<file path="config.mk">
export PLATFORM = sky130hd
export DESIGN_NAME = asrw_ctrl
export DESIGN_NICKNAME = d
export VERILOG_FILES = /design/src/rtl/asrw_ctrl.v /design/src/rtl/asrw_timer.v
export VERILOG_INCLUDE_DIRS = /design/src /design/src/rtl
export SDC_FILE = /design/constraint.sdc
export NUM_CORES = 1
export LEC_CHECK = 0
export BUFFER_PORTS_ARGS = -buffer_cell sky130_fd_sc_hd__buf_2
export CORE_ASPECT_RATIO = 1.1
export CORE_MARGIN = 5
export CORE_UTILIZATION = 35
export CTS_BUF_LIST = sky130_fd_sc_hd__clkbuf_2
export DETAILED_ROUTE_END_ITERATION = 6
export SLEW_MARGIN = 10
export SYNTH_ARGS = -nofsm -noshare
export SYNTH_HDL_FRONTEND = slang
export SYNTH_SLANG_ARGS = --single-unit
</file>
<file path="constraint.sdc">
create_clock -name i_clk -period 2.38 [get_ports i_clk]
set_input_delay 0.238 -clock i_clk [delete_from_list [all_inputs] [get_ports i_clk]]
set_output_delay 0.238 -clock i_clk [all_outputs]
set_load 0.02 [all_outputs]
</file>
<file path="src/rtl/asrw_defines.vh">
// Timing constants, pin widths and states for the static RAM controller
`ifndef ASRW_DEFINES_VH
`define ASRW_DEFINES_VH

// ----------------------------------------------------------------------------
// Widths
// ----------------------------------------------------------------------------
`define ASRW_AW 19
`define ASRW_DW 8
`define ASRW_CW 4

// ----------------------------------------------------------------------------
// Clock and pin timing, slow grade (ns)
// ----------------------------------------------------------------------------
`define ASRW_CLK_NS 50
`define ASRW_WRITE_PULSE_MIN_NS 50
`define ASRW_CS_TO_END_NS 60
`define ASRW_ADDR_SETUP_NS 0
`define ASRW_ADDR_TO_END_NS 60
`define ASRW_ADDR_RECOVER_NS 0
`define ASRW_DATA_OVERLAP_NS 30
`define ASRW_WRITE_RELEASE_DELAY_NS 25
`define ASRW_CS_ACCESS_NS 70
`define ASRW_OE_ACCESS_NS 35
`define ASRW_RELEASE_NS 25
`define ASRW_READ_CYCLE_MIN_NS 70
`define ASRW_RETAIN_SETUP_NS 0

// Least times round up to whole cycles, never below one
`define ASRW_CYC_UP(ns) (((ns) + `ASRW_CLK_NS - 1) / `ASRW_CLK_NS)
`define ASRW_ATLEAST1(c) (((c) < 1) ? 1 : (c))

// Write pulse: larger of pulse width, cs-to-end, addr-to-end and overlap+release
`define ASRW_WP_NS_A ((`ASRW_WRITE_PULSE_MIN_NS > `ASRW_CS_TO_END_NS) ? \
  `ASRW_WRITE_PULSE_MIN_NS : `ASRW_CS_TO_END_NS)
`define ASRW_WP_NS_B (`ASRW_DATA_OVERLAP_NS + `ASRW_WRITE_RELEASE_DELAY_NS)
`define ASRW_WP_NS_C ((`ASRW_WP_NS_A > `ASRW_ADDR_TO_END_NS) ? `ASRW_WP_NS_A : `ASRW_ADDR_TO_END_NS)
`define ASRW_WP_NS ((`ASRW_WP_NS_C > `ASRW_WP_NS_B) ? `ASRW_WP_NS_C : `ASRW_WP_NS_B)
`define ASRW_WP_CYC `ASRW_ATLEAST1(`ASRW_CYC_UP(`ASRW_WP_NS))
// Read wait: larger of cs access and oe access, rounded up to whole cycles
`define ASRW_RD_NS ((`ASRW_CS_ACCESS_NS > `ASRW_OE_ACCESS_NS) ? `ASRW_CS_ACCESS_NS : `ASRW_OE_ACCESS_NS)
`define ASRW_RD_CYC `ASRW_ATLEAST1(`ASRW_CYC_UP(`ASRW_RD_NS))
`define ASRW_REL_CYC `ASRW_ATLEAST1(`ASRW_CYC_UP(`ASRW_RELEASE_NS))
`define ASRW_RECOV_CYC `ASRW_ATLEAST1(`ASRW_CYC_UP(`ASRW_READ_CYCLE_MIN_NS))

// ----------------------------------------------------------------------------
// States, one-hot
// ----------------------------------------------------------------------------
`define ASRW_ST_W 6
`define ASRW_S_IDLE 6'h01
`define ASRW_S_WR 6'h02
`define ASRW_S_RD 6'h04
`define ASRW_S_REL 6'h08
`define ASRW_S_RET 6'h10
`define ASRW_S_RECOV 6'h20

`endif

</file>
<file path="src/rtl/asrw_ctrl.v">
// Host controller driving an asynchronous static RAM through its pins
`timescale 1ns/1ps
`include "asrw_defines.vh"

// Notes on behaviour
// - Write pulse held at least minimum width
// - Select low to write end meets minimum
// - Address set on the same edge that write starts (zero setup)
// - Address valid long enough before write end
// - Address changes only after strobe rises
// - Data valid long enough before write end
// - Host never drives bus against RAM
// - Pulse covers data overlap plus release
// - Deselect before supply lowered for retention
// - Wait read cycle after supply returns

module asrw_ctrl
(
  // Clock and reset
  input wire i_clk,
  input wire i_rst_n,
  // User request
  input wire i_req,
  input wire i_we,
  input wire [`ASRW_AW-1:0] i_addr,
  input wire [`ASRW_DW-1:0] i_wdata,
  output reg o_ready,
  output reg o_rvalid,
  output reg [`ASRW_DW-1:0] o_rdata,
  // Retention control
  input wire i_retain_req,
  input wire i_supply_ok,
  output reg o_retain_ok,
  // Memory pins
  output reg [`ASRW_AW-1:0] o_address_in,
  output reg o_cs_n,
  output reg o_we_n,
  output reg o_oe_n,
  output reg [`ASRW_DW-1:0] o_data_out,
  output reg o_data_oe,
  input wire [`ASRW_DW-1:0] i_shared_data_bus
);

  localparam [`ASRW_ST_W-1:0] S_IDLE = `ASRW_S_IDLE;
  localparam [`ASRW_ST_W-1:0] S_WR = `ASRW_S_WR;
  localparam [`ASRW_ST_W-1:0] S_RD = `ASRW_S_RD;
  localparam [`ASRW_ST_W-1:0] S_REL = `ASRW_S_REL;
  localparam [`ASRW_ST_W-1:0] S_RET = `ASRW_S_RET;
  localparam [`ASRW_ST_W-1:0] S_RECOV = `ASRW_S_RECOV;
  // Phase lengths in whole clock cycles, cut to the timer width
  localparam integer WP_CYC_I = `ASRW_WP_CYC;
  localparam integer RD_CYC_I = `ASRW_RD_CYC;
  localparam integer REL_CYC_I = `ASRW_REL_CYC;
  localparam integer RECOV_CYC_I = `ASRW_RECOV_CYC;
  localparam [`ASRW_CW-1:0] WP_CYC = WP_CYC_I[`ASRW_CW-1:0];
  localparam [`ASRW_CW-1:0] RD_CYC = RD_CYC_I[`ASRW_CW-1:0];
  localparam [`ASRW_CW-1:0] REL_CYC = REL_CYC_I[`ASRW_CW-1:0];
  localparam [`ASRW_CW-1:0] RECOV_CYC = RECOV_CYC_I[`ASRW_CW-1:0];

  // --------------------------------------------------------------------------
  // Input synchronisers
  // --------------------------------------------------------------------------
  reg [`ASRW_DW-1:0] din_s1_r;
  reg [`ASRW_DW-1:0] din_s2_r;
  reg sup_s1_r;
  reg sup_s2_r;

  always @(posedge i_clk)
  begin
    if (!i_rst_n)
    begin
      din_s1_r <= 8'h00;
      din_s2_r <= 8'h00;
      sup_s1_r <= 1'b0;
      sup_s2_r <= 1'b0;
    end
    else
    begin
      din_s1_r <= i_shared_data_bus;
      din_s2_r <= din_s1_r;
      sup_s1_r <= i_supply_ok;
      sup_s2_r <= sup_s1_r;
    end
  end

  // --------------------------------------------------------------------------
  // Phase timer
  // --------------------------------------------------------------------------
  reg tmr_load;
  reg [`ASRW_CW-1:0] tmr_count;
  wire tmr_done;

  asrw_timer u_timer
  (
    .i_clk(i_clk),
    .i_rst_n(i_rst_n),
    .i_load(tmr_load),
    .i_count(tmr_count),
    .o_done(tmr_done)
  );

  // --------------------------------------------------------------------------
  // State decoding
  // --------------------------------------------------------------------------
  // Chip select is low in both access phases
  function sel_phase;
    input [`ASRW_ST_W-1:0] st;
    begin
      sel_phase = (st == S_WR) || (st == S_RD);
    end
  endfunction

  // Host owns the shared bus only while the write strobe is low
  function wr_phase;
    input [`ASRW_ST_W-1:0] st;
    begin
      wr_phase = (st == S_WR);
    end
  endfunction

  // A user access is latched when the sequencer leaves idle for a strobe phase
  function start_phase;
    input [`ASRW_ST_W-1:0] cur;
    input [`ASRW_ST_W-1:0] nxt;
    begin
      start_phase = (cur == S_IDLE) && sel_phase(nxt);
    end
  endfunction

  // --------------------------------------------------------------------------
  // Sequencer
  // --------------------------------------------------------------------------
  reg [`ASRW_ST_W-1:0] state_r;
  reg [`ASRW_ST_W-1:0] state_nxt;
  reg rd_pend_r;
  reg rd_pend_nxt;
  // Requests count only while ready is shown, so a request made while busy is dropped
  wire take_ok = i_req && o_ready;

  always @*
  begin
    state_nxt = state_r;
    tmr_load = 1'b0;
    tmr_count = WP_CYC;
    rd_pend_nxt = 1'b0;
    case (state_r)
      S_IDLE:
      begin
        if (i_retain_req)
        begin
          state_nxt = S_RET;
        end
        else if (take_ok && i_we)
        begin
          state_nxt = S_WR;
          tmr_load = 1'b1;
          tmr_count = WP_CYC;
        end
        else if (take_ok)
        begin
          state_nxt = S_RD;
          tmr_load = 1'b1;
          tmr_count = RD_CYC;
        end
      end
      S_WR:
      begin
        if (tmr_done)
        begin
          state_nxt = S_IDLE;
        end
      end
      S_RD:
      begin
        if (tmr_done)
        begin
          // Allow the synchroniser two cycles before sampling
          state_nxt = S_REL;
          rd_pend_nxt = 1'b1;
          tmr_load = 1'b1;
          tmr_count = REL_CYC + 4'h1;
        end
      end
      S_REL:
      begin
        rd_pend_nxt = rd_pend_r;
        if (tmr_done)
        begin
          state_nxt = S_IDLE;
        end
      end
      S_RET:
      begin
        if (!i_retain_req && sup_s2_r)
        begin
          state_nxt = S_RECOV;
          tmr_load = 1'b1;
          tmr_count = RECOV_CYC;
        end
      end
      S_RECOV:
      begin
        if (tmr_done)
        begin
          state_nxt = S_IDLE;
        end
      end
      default:
      begin
        state_nxt = S_IDLE;
      end
    endcase
  end

  always @(posedge i_clk)
  begin
    if (!i_rst_n)
    begin
      state_r <= S_IDLE;
      rd_pend_r <= 1'b0;
    end
    else
    begin
      state_r <= state_nxt;
      rd_pend_r <= rd_pend_nxt;
    end
  end

  // --------------------------------------------------------------------------
  // User handshake
  // --------------------------------------------------------------------------
  always @(posedge i_clk)
  begin
    if (!i_rst_n)
    begin
      o_ready <= 1'b0;
      o_retain_ok <= 1'b0;
    end
    else
    begin
      o_ready <= (state_nxt == S_IDLE) && !i_retain_req;
      o_retain_ok <= (state_nxt == S_RET);
    end
  end

  // --------------------------------------------------------------------------
  // Address and write data
  // --------------------------------------------------------------------------
  always @(posedge i_clk)
  begin
    if (!i_rst_n)
    begin
      o_address_in <= 19'h00000;
      o_data_out <= 8'h00;
    end
    else if (start_phase(state_r, state_nxt))
    begin
      // Latched with the falling strobes, held until they rise
      o_address_in <= i_addr;
      o_data_out <= i_wdata;
    end
  end

  // --------------------------------------------------------------------------
  // Memory strobes and bus drive
  // --------------------------------------------------------------------------
  always @(posedge i_clk)
  begin
    if (!i_rst_n)
    begin
      o_cs_n <= 1'b1;
      o_we_n <= 1'b1;
      o_oe_n <= 1'b1;
      o_data_oe <= 1'b0;
    end
    else
    begin
      // In a write, select and write enable fall together and rise together
      o_cs_n <= !sel_phase(state_nxt);
      o_we_n <= !wr_phase(state_nxt);
      o_oe_n <= !(state_nxt == S_RD);
      // Host drives data only while writing with output enable high
      o_data_oe <= wr_phase(state_nxt);
    end
  end

  // --------------------------------------------------------------------------
  // Read capture
  // --------------------------------------------------------------------------
  always @(posedge i_clk)
  begin
    if (!i_rst_n)
    begin
      o_rvalid <= 1'b0;
      o_rdata <= 8'h00;
    end
    else
    begin
      o_rvalid <= 1'b0;
      if (state_r == S_REL && rd_pend_r && tmr_done)
      begin
        o_rvalid <= 1'b1;
        o_rdata <= din_s2_r;
      end
    end
  end

endmodule

</file>
<file path="src/rtl/asrw_timer.v">
// Down counter that flags when a loaded cycle count has elapsed
`timescale 1ns/1ps
`include "asrw_defines.vh"

module asrw_timer
(
  // Clock and reset
  input wire i_clk,
  input wire i_rst_n,
  // Control
  input wire i_load,
  input wire [`ASRW_CW-1:0] i_count,
  // Status
  output reg o_done
);

  reg [`ASRW_CW-1:0] cnt_r;

  always @(posedge i_clk)
  begin
    if (!i_rst_n)
    begin
      cnt_r <= 4'h0;
      o_done <= 1'b1;
    end
    else if (i_load)
    begin
      cnt_r <= i_count - 4'h1;
      o_done <= (i_count <= 4'h1);
    end
    else if (cnt_r != 4'h0)
    begin
      cnt_r <= cnt_r - 4'h1;
      o_done <= (cnt_r == 4'h1);
    end
  end

endmodule

</file>
==> results of run 1 <==
routing by layer:
metal / wire [µm] / vias up / share of wire [%] / track usage [%]
met5: 0 / - / 0 / 0
met4: 152 / 0 / 2.6 / 6.99
met3: 318 / 13 / 5.3 / 3.58
met2: 2980 / 52 / 50 / 23.2
met1: 2500 / 1053 / 42 / 14.4
li1: - / 1187 / - / -
power breakdown:
part / total, mW / internal [mW] / switching (mW)
Sequential: 1.33 / 1.27 / 0.0614
Clock: 0.534 / 0.144 / 0.390
Combinational: 0.398 / 0.203 / 0.195
per-stage QoR:
stage | area, µm² | util [%]
2_1_floorplan | 2640 | -
3_3_place_gp | 3100 | 41.9
3_5_place_dp | 3100 | 41.9
4_1_cts | 3560 | 48.2
5_1_grt | 3560 | 48.2
6_report | 3560 | 48.2
registers in the layout, summed over array words and instances (netlist names), 4 cells and up:
signal,count
o_address_in,19
din_s1_r,8
din_s2_r,8
o_data_out,8
u_timer.cnt_r,4
o_rdata,8
state_r,6
cell usage after synthesis, types with 4 or more instances:
library cell / count / area share (%)
nor2_1: 19 / 2.7
o21ai_0: 4 / 0.76
mux2i_1: 9 / 3.4
nor3_1: 4 / 0.76
a21oi_1: 31 / 5.9
clkbuf_1: 9 / 1.3
buf_6: 4 / 1.7
nand2_1: 59 / 8.4
and2_1: 19 / 4.5
dfxtp_1: 72 / 55
buf_2: 4 / 0.76
o21a_1: 4 / 1.1
cell type report:
class                      count  area [µm²]  area share [%]
inverter                       4        15.0           0.421
clock inverter                 4        21.3           0.597
clock buffer                  12        60.1            1.69
multi-input combinational    190        1090            30.5
tap                           87         109            3.05
sequential                    72        1440            40.4
antenna                        1        2.50          0.0702
timing repair buffer         125         828            23.2
cells by family (layout without fill, tap and decap cells):
family | after synthesis | after routing | share of synthesized area [%]
XOR/XNOR | 4 | 4 | 1.33
buffers and inverters | 21 | 145 | 4.31
AO/OA/AOI/OAI | 51 | 51 | 11.7
other | 0 | 1 | 0
flip-flops | 72 | 72 | 54.6
AND/OR/NAND/NOR | 122 | 122 | 22.9
adder cells (fa/ha/maj) | 4 | 4 | 1.85
multiplexers | 9 | 9 | 3.41
repair_timing:
| item | CTS | global route |
|---|---|---|
| endpoints found under the hold margin | 38 | 0 |
| buffers inserted | 0 | 0 |
| hold buffers | 38 | 0 |
worst paths after layout:
| path | end | from | depth (start not counted) |
|---|---|---|---|
| max | u_timer.cnt_r[1] | state_r[0] | 4 |
| min | u_timer.o_done | i_rst_n | 2 |
| max reg2reg | u_timer.cnt_r[1] | state_r[0] | 4 |
| min reg2reg | din_s2_r[3] | din_s1_r[3] | 1 |
==> impl_results.md, run 1 <==
* Core area at 7390 µm²
* Setup ws final at between 0.3 and 0.4 ns
* Pre-CTS setup slack at 0.358 ns
* Clk slew on worst S/H paths at between 0.15 and 0.2 ns
* Port-buffer cells at between 80 and 90
* Wirelength per Cell at around 12 µm
* Fin crit share at 84.7%
* Arr. time, crit path at 2.40 ns
* # setup viols final at 0
* Clock root cell: clkbuf_2
* Ys async rst share at 0%
* Gpl congestion at 0.733
* Synth warn at 0
* All-Layer GR Usage at between 10% and 20%
* Hpwl dp at 3950 µm
* Fin Hold WS at around 0.11 ns
* H-tree levels at 3
* Hold crit path type: input pin to register
* CP max FO at 30
* GR Overflow Total at 0
* Slowest cell on the critical path: or4_4
* Total power at 2.27 mW
* Top_reg_cell synth: dfxtp_1
* Clk sinks at just over 70
* Clock Path Buffers at 2
* Most frequent cells in the layout: 82 x buf_2, 72 x dfxtp_1, 59 x nand2_1, 38 x dlygate4sd3_1, 31 x a21oi_1
* Largest net degree at the start of global routing at 31
* CTS tree: done
* FF-to-FF setup slack at 0.36 ns
* Die Span X at 92.8 µm
* Final Hold Fails at 0
* Max-cap violations at 0
* Register bit total from synthesis at roughly 70
* Cell Rows at 33
* Setup CP Type: register to register
* Area growth, synth to finish at 34.9%
* DIE AREA at 9390 µm²
* Initial Util at between 30% and 40%
* Final antenna-violating net count at 0
* Detailed-route via count at 2305
* F_max at 496 MHz
* Worst VDD drop at 0.000205 V
* Layout Nets at 446
* Post-Route WL at ~5900 µm
* CP max stage delay at about 0.62 ns
* Num CTS Buffers at 9
* CP required at approximately 2.8 ns
* Setup tns final at 0 ns
* Worst Path Buf+Inv at 0
* Final min period at 2.02 ns
* First-pass GRT wire length at 9810 µm
* Fillers at 682
* Post-layout instance count excluding filler cells at around 500
* Most common cell after layout, fill and taps aside: buf_2
* Critical path, cell by cell: or4b_4 > or4_4 > nand4_1 > a211oi_1
* I/O pin count at 83
* RSZ-0062 raised after global routing: false
* Cell family with most CP delay: simple AND/OR/NAND/NOR gates
* PD cells at 636 nW/µm²
* Later-pin clock latency in the skew report at 0.48 ns
* Share of cells above drive strength 1 at 27.3%
* Placed cell count at 440
* DRT Pass-1 Iters at 4
* Synthesized area at 2640 µm²
* Final Slew Violations at 0
* CTS resizes at 0
* Antenna violations before repair at 1
* CP Launch Type: register
* DR DRC count at 0
* Worst-Margin Slew at 0.495 ns
* Crit path capture type: register
* Die height at 101 µm
* Lkg Pwr at 1.62 nW
* Synth Instances at roughly 280
* Vias/cell at between 4 and 5
* Number of synthesized flops with an enable pin at 0
* Syn Nets at 327
* 1st-iter DRT viols at 73
* Status: complete, no violations
* Register area share after synthesis at between 50% and 60%
* Rel. slew slack at around two thirds
* Library cells used by synthesis at 44
* Vias in the first global route at between 2k and 2.5k
* Avg Cell Area, Syn at 9.33 µm²
* Worst clock skew at 0.0241 ns
Power figures use the tool's default switching activity.
==> inputs of run 2 (changes only) <==
clock period = 1.9 ns   (was 2.38 ns; I/O delays follow)
==> run 2 against run 1 <==
Against the previous run: critical path depth is 1 higher; clock skew is 0.0013 ns higher; global-route usage is 0.34 points higher; cell area is 2.7% higher; count of clock-buffer cells in the layout is 2 lower; via count is 1.1% higher.
==> impl_results.md, run 2 (synthesis results as in run 1) <==
* Post-CTS Setup Repair Bufs at 0 (unchanged)
* Vias in the first global route at 2241 (was 2209)
* Later-pin clock latency in the skew report at 0.50 ns (was 0.48 ns)
* Post-Place Cell Area at 3190 µm² (was 3100 µm²)
* Core area at 7390 µm² (unchanged)
* All-Layer GR Usage at 13.5% (was 13.2%)
* Initial Util at 35.7% (unchanged)
* Arr. time, crit path at 2.18 ns (was 2.40 ns)
* Setup tns final at 0 ns (unchanged)
* Max-cap violations at 0 (unchanged)
* Fillers at 700 (was 682)
* Biggest register: o_address_in (unchanged)
* Area growth, synth to finish at 38.5% (was 34.9%)
* I/O pin count at 83 (unchanged)
* Clock root cell: clkbuf_2 (unchanged)
* Clock Path Buffers at 2 (unchanged)
* Gpl congestion at 0.787 (was 0.733)
* Die height at 101 µm (unchanged)
* Rel. slew slack at 69.3% (was 66.7%)
* Multi-input logic area at 1090 µm² (about the same)
* Antenna violations before repair at 0 (was 1)
* Lkg Pwr at 1.67 nW (was 1.62 nW)
* Worst VDD drop at 0.000262 V (was 0.000205 V)
* Port-buffer cells at 82 (unchanged)
* Hold crit path type: input pin to register (unchanged)
* DRT Pass-1 Iters at 4 (unchanged)
* Fin crit share at 94.1% (was 84.7%)
* Clk sinks at 72 (unchanged)
* Final Hold Fails at 0 (unchanged)
* Cell Rows at 33 (unchanged)
* 1st-iter DRT viols at 100 (was 73)
* Antenna cells at 0 (was 1)
* CTS tree: done (unchanged)
* # setup viols final at 0 (unchanged)
* GR Overflow Total at 0 (unchanged)
* Pre-CTS setup slack at 0.0349 ns (was 0.358 ns)
* CP required at 2.30 ns (was 2.76 ns)
* Clk slew on worst S/H paths at 0.19 ns (was 0.17 ns)
* Worst-Margin Slew at 0.457 ns (was 0.495 ns)
* DIE AREA at 9390 µm² (unchanged)
* Wirelength per Cell at 12.3 µm (was 12.0 µm)
* Final Slew Violations at 0 (unchanged)
* Detailed-route via count at 2330 (was 2305)
* Layout Nets at 458 (was 446)
* H-tree levels at 3 (unchanged)
* Largest net degree at the start of global routing at 32 (was 31)
* Die Span X at 92.8 µm (unchanged)
* Final antenna-violating net count at 0 (unchanged)
* Setup CP Type: register to register (unchanged)
* F_max at 560 MHz (was 496 MHz)
* RSZ-0062 raised after global routing: false (unchanged)
* CP Launch Type: register (unchanged)
* FF-to-FF setup slack at 0.11 ns (was 0.36 ns)
* First-pass GRT wire length at 10100 µm (was 9810 µm)
* Post-layout instance count excluding filler cells at 505 (was 495)
* Vias/cell at 4.61 (was 4.66)
* PD cells at 779 nW/µm² (was 636 nW/µm²)
* Crit path capture type: register (unchanged)
* Setup ws final at 0.113 ns (was 0.364 ns)
* Share of cells above drive strength 1 at 29.4% (was 27.3%)
* Placed cell count at 452 (was 440)
* Most frequent cells in the layout: 82 x buf_2, 70 x dfxtp_1, 59 x nand2_1, 38 x dlygate4sd3_1, 31 x a21oi_1 (was 82 x buf_2, 72 x dfxtp_1, 59 x nand2_1, 38 x dlygate4sd3_1, 31 x a21oi_1)
* Post-Route WL at 6210 µm (was 5950 µm)
* Post-layout instance area at 3660 µm² (was 3560 µm²)
* Hpwl dp at 4170 µm (was 3950 µm)
* Most common cell after layout, fill and taps aside: buf_2 (unchanged)
* Status: complete, no violations (unchanged)
* Largest register FFs at 19 (unchanged)
* FF+latch area at 1440 µm² (about the same)
* Final min period at 1.79 ns (was 2.02 ns)
* Total power at 2.85 mW (was 2.27 mW)
* DR DRC count at 0 (unchanged)
* CP max FO at 19 (was 30)
* Num CTS Buffers at 9 (unchanged)
* Worst clock skew at 0.0253 ns (was 0.0241 ns)
[run 2: changes by cell type in the layout (fill, tap and decap cells not counted), sizes merged]
cell,previous run,this run
clkbuf,12,10
buf,87,99
diode,1,0
clkinv,4,5
[run 2: critical path, cell delays in order (launching register included)]
cell	delay, ns
dfxtp_2	0.36
or4b_4	0.54
or4_4	0.44
buf_4	0.22
nand2_1	0.08
a21oi_1	0.06
[run 2: final timing paths]
path | from | to | depth (start not counted)
worst max-delay path | state_r[2] | o_address_in[11] | 5
worst max register to register | state_r[2] | o_address_in[11] | 5
worst min-delay path | i_rst_n | u_timer.o_done | 3
worst min register to register | sup_s1_r | sup_s2_r | 1
[run 2: power by group]
part	leakage, nW	total [mW]	internal [mW]	switching (mW)
clock	0.0526	0.649	0.158	0.492
combinational	1.03	0.531	0.272	0.259
sequential	0.587	1.67	1.60	0.0745
[run 2: repair_timing]
| action | CTS | global route |
|---|---|---|
| resized for setup | 0 | 4 |
| hold buffers | 38 | 0 |
| hold endpoints to repair | 39 | 0 |
| setup endpoints to repair | 0 | 5 |
[run 2: area by class of cell]
class / count / share of cell area, %
Timing Repair Buffer: 137 / 25.2
Clock buffer: 10 / 1.37
Inverter: 4 / 0.410
Clock inverter: 5 / 0.684
Tap cell: 87 / 2.98
Multi-Input combinational cell: 190 / 29.9
Sequential cell: 72 / 39.5
[run 2: metal layers]
layer | GRT usage [%] | up-vias | routed length [µm]
li1 | - | 1207 | -
met1 | 15.2 | 1063 | 2680
met2 | 23.3 | 50 | 3080
met3 | 4.63 | 10 | 319
met4 | 5.86 | 0 | 119
met5 | 0 | - | 0
[run 2: per-stage QoR]
step	utilization [%]	hold slack, ns
detailed placement	43.2	0.401
finish	49.5	0.0888
floorplan	-	0.268
CTS	49.3	0.0466
global route	49.5	0.0469
global placement	43.2	0.395
==> inputs of run 3 (changes only) <==
CORE_UTILIZATION = 25   (was 35)
clock period = 1.7 ns   (was 1.9 ns; I/O delays follow)
==> run 3 against run 2 <==
Against the previous run: the flow now finishes with violations (negative setup slack); global-route usage shrank 2.2 points; cell area grew 11%; critical path depth unchanged; register-to-register slack got worse by 0.24 ns; wire length grew 13%; count of clock-buffer cells in the layout fell by 1; worst setup slack got worse by 0.24 ns; clock skew is 0.0051 ns higher; first-iteration DRC count up 42%; combinational power is 29% higher; clock power grew 50%; critical path type unchanged.
==> impl_results.md, run 3 (synthesis results as in run 1) <==
* Vias/cell at 4.26 (was 4.61)
* Setup tns final at -3.27 ns (was 0 ns)
* Wirelength per Cell at 12.1 µm (was 12.3 µm)
* Setup ws final at -0.125 ns (was 0.113 ns)
* Worst Path Buf+Inv at 1 (unchanged)
* Post-Place Cell Area at 3330 µm² (was 3190 µm²)
* Area growth, synth to finish at 53.1% (was 38.5%)
* Cell family with most CP delay: simple AND/OR/NAND/NOR gates (unchanged)
* Vias in the first global route at 2542 (was 2241)
* Worst Reg-to-Reg Cells at 5 (unchanged)
* Pre-CTS setup slack at -0.151 ns (was 0.0349 ns)
* Final Slew Violations at 0 (unchanged)
* Layout Nets at 474 (was 458)
* Setup CP Type: register to register (unchanged)
* Final antenna-violating net count at 0 (unchanged)
* Worst VDD drop at 0.000363 V (was 0.000262 V)
* Later-pin clock latency in the skew report at 0.54 ns (was 0.50 ns)
* H-tree levels at 3 (unchanged)
* Die height at 118 µm (was 101 µm)
* RSZ-0062 raised after global routing: true (was false)
* CP required at 2.12 ns (was 2.30 ns)
* Fin crit share at 107% (was 94.1%)
* Clk sinks at 72 (unchanged)
* Gpl congestion at 0.742 (was 0.787)
* Critical Path Source: state_r[3] (was state_r[2])
* Clock Path Buffers at 2 (unchanged)
* All-Layer GR Usage at 11.3% (was 13.5%)
* Most frequent cells in the layout: 83 x buf_2, 70 x dfxtp_1, 58 x nand2_1, 39 x dlygate4sd3_1, 24 x a21oi_1 (was 82 x buf_2, 70 x dfxtp_1, 59 x nand2_1, 38 x dlygate4sd3_1, 31 x a21oi_1)
* DRT Pass-1 Iters at 4 (unchanged)
* Antenna violations before repair at 1 (was 0)
* FF-to-FF setup slack at -0.13 ns (was 0.11 ns)
* CP Launch Type: register (unchanged)
* Fillers at 1053 (was 700)
* Slowest cell on the critical path: or4b_4 (unchanged)
* Status: finished with violations (was complete, no violations)
* Largest register FFs at 19 (unchanged)
* CP max FO at 28 (was 19)
* Clk slew on worst S/H paths at 0.20 ns (was 0.19 ns)
* Crit path capture type: register (unchanged)
* Final min period at 1.83 ns (was 1.79 ns)
* Share of cells above drive strength 1 at 35.9% (was 29.4%)
* Post-layout instance count excluding filler cells at 579 (was 505)
* Rel. slew slack at 67.3% (was 69.3%)
* FF-to-FF End: o_address_in[7] (was o_address_in[11])
* DR DRC count at 0 (unchanged)
* Failing checks: negative setup slack
* Reg2reg start: state_r[3] (was state_r[2])
* PD cells at 871 nW/µm² (was 779 nW/µm²)
* 1st-iter DRT viols at 142 (was 100)
* Multi-input logic area at 1190 µm² (was 1090 µm²)
* Num CTS Buffers at 9 (unchanged)
* Max-cap violations at 0 (unchanged)
* FF+latch area at 1450 µm² (was 1440 µm²)
* Hold crit path type: input pin to register (unchanged)
* Final Hold Fails at 0 (unchanged)
* I/O pin count at 83 (unchanged)
* Arr. time, crit path at 2.24 ns (was 2.18 ns)
* CP max stage delay at 0.54 ns (about the same)
* Total power at 3.52 mW (was 2.85 mW)
* F_max at 548 MHz (was 560 MHz)
* Worst-Margin Slew at 0.491 ns (was 0.457 ns)
* Port-buffer cells at 82 (unchanged)
* # setup viols final at 38 (was 0)
* Lkg Pwr at 1.80 nW (was 1.67 nW)
* GR Overflow Total at 0 (unchanged)
* First-pass GRT wire length at 11400 µm (was 10100 µm)
* Hpwl dp at 4560 µm (was 4170 µm)
* Initial Util at 25.5% (was 35.7%)
* CP Depth at 5 (unchanged)
* DIE AREA at 12700 µm² (was 9390 µm²)
* Crit path capture: o_address_in[7] (was o_address_in[11])
* Core area at 10300 µm² (was 7390 µm²)
* Biggest register: o_address_in (unchanged)
* Fin Hold WS at 0.111 ns (was 0.0888 ns)
* Detailed-route via count at 2469 (was 2330)
* Cell Rows at 39 (was 33)
* Most common cell after layout, fill and taps aside: buf_2 (unchanged)
* CTS tree: done (unchanged)
* Placed cell count at 514 (was 452)
* Critical path, cell by cell: or4b_4 > or4_4 > buf_12 > nand2_1 > a21oi_2 (was or4b_4 > or4_4 > buf_4 > nand2_1 > a21oi_1)
* Largest net degree at the start of global routing at 43 (was 32)
* Post-Route WL at 7020 µm (was 6210 µm)
* Worst clock skew at 0.0305 ns (was 0.0253 ns)
* Post-layout util at 39.1% (was 49.5%)
* Clock root cell: clkbuf_2 (unchanged)
* Post-layout instance area at 4040 µm² (was 3660 µm²)
* Die Span X at 108 µm (was 92.8 µm)
==> run 3: cell type report <==
cell class	instances	area share, %
Sequential cell	72	35.8
Multi-Input combinational cell	190	29.4
Timing Repair Buffer	153	27.1
Tap cell	143	4.42
Clock inverter	7	1.76
Clock buffer	9	1.11
Inverter	4	0.371
Antenna cell	1	0.0619
==> run 3: metal layers <==
| layer | GRT usage [%] | wire length, µm | vias to the layer above |
|---|---|---|---|
| met5 | 0 | 0 | - |
| met4 | 7.50 | 244 | 0 |
| met3 | 2.36 | 273 | 21 |
| met2 | 20.6 | 3780 | 62 |
| met1 | 11.3 | 2720 | 1146 |
| li1 | - | - | 1240 |
==> run 3: worst min-delay path by stage <==
stage	start	end	slack, ns	depth (start not counted)
floorplan	i_retain_req	o_ready	0.25	1
finish	i_retain_req	state_r[5]	0.11	3
global route	i_retain_req	state_r[5]	0.07	3
CTS	i_retain_req	state_r[5]	0.02	3
global placement	i_shared_data_bus[5]	din_s1_r[5]	0.38	2
detailed placement	i_shared_data_bus[6]	din_s1_r[6]	0.38	2
==> run 3: repair_timing <==
| item | in CTS | in global routing |
|---|---|---|
| gates cloned | 1 | 1 |
| pin swaps | 4 | 7 |
| hold buffers | 39 | 0 |
| setup endpoints to repair | 44 | 47 |
| hold endpoints to repair | 46 | 0 |
| setup buffers | 6 | 1 |
| gates resized for setup | 13 | 24 |
==> run 3: power by group <==
part	switching, mW	internal, mW
Sequential	0.0811	1.78
Combinational	0.321	0.363
Clock	0.637	0.338
==> run 3: tightest hold or removal path, delay by kind of cell <==
| kind | cells | cell delay [ns] |
|---|---|---|
| AOI/OAI and AO/OA | 1 | 0.09 |
| buffers and inverters | 1 | 0.17 |
| and+or+nand+nor | 1 | 0.19 |
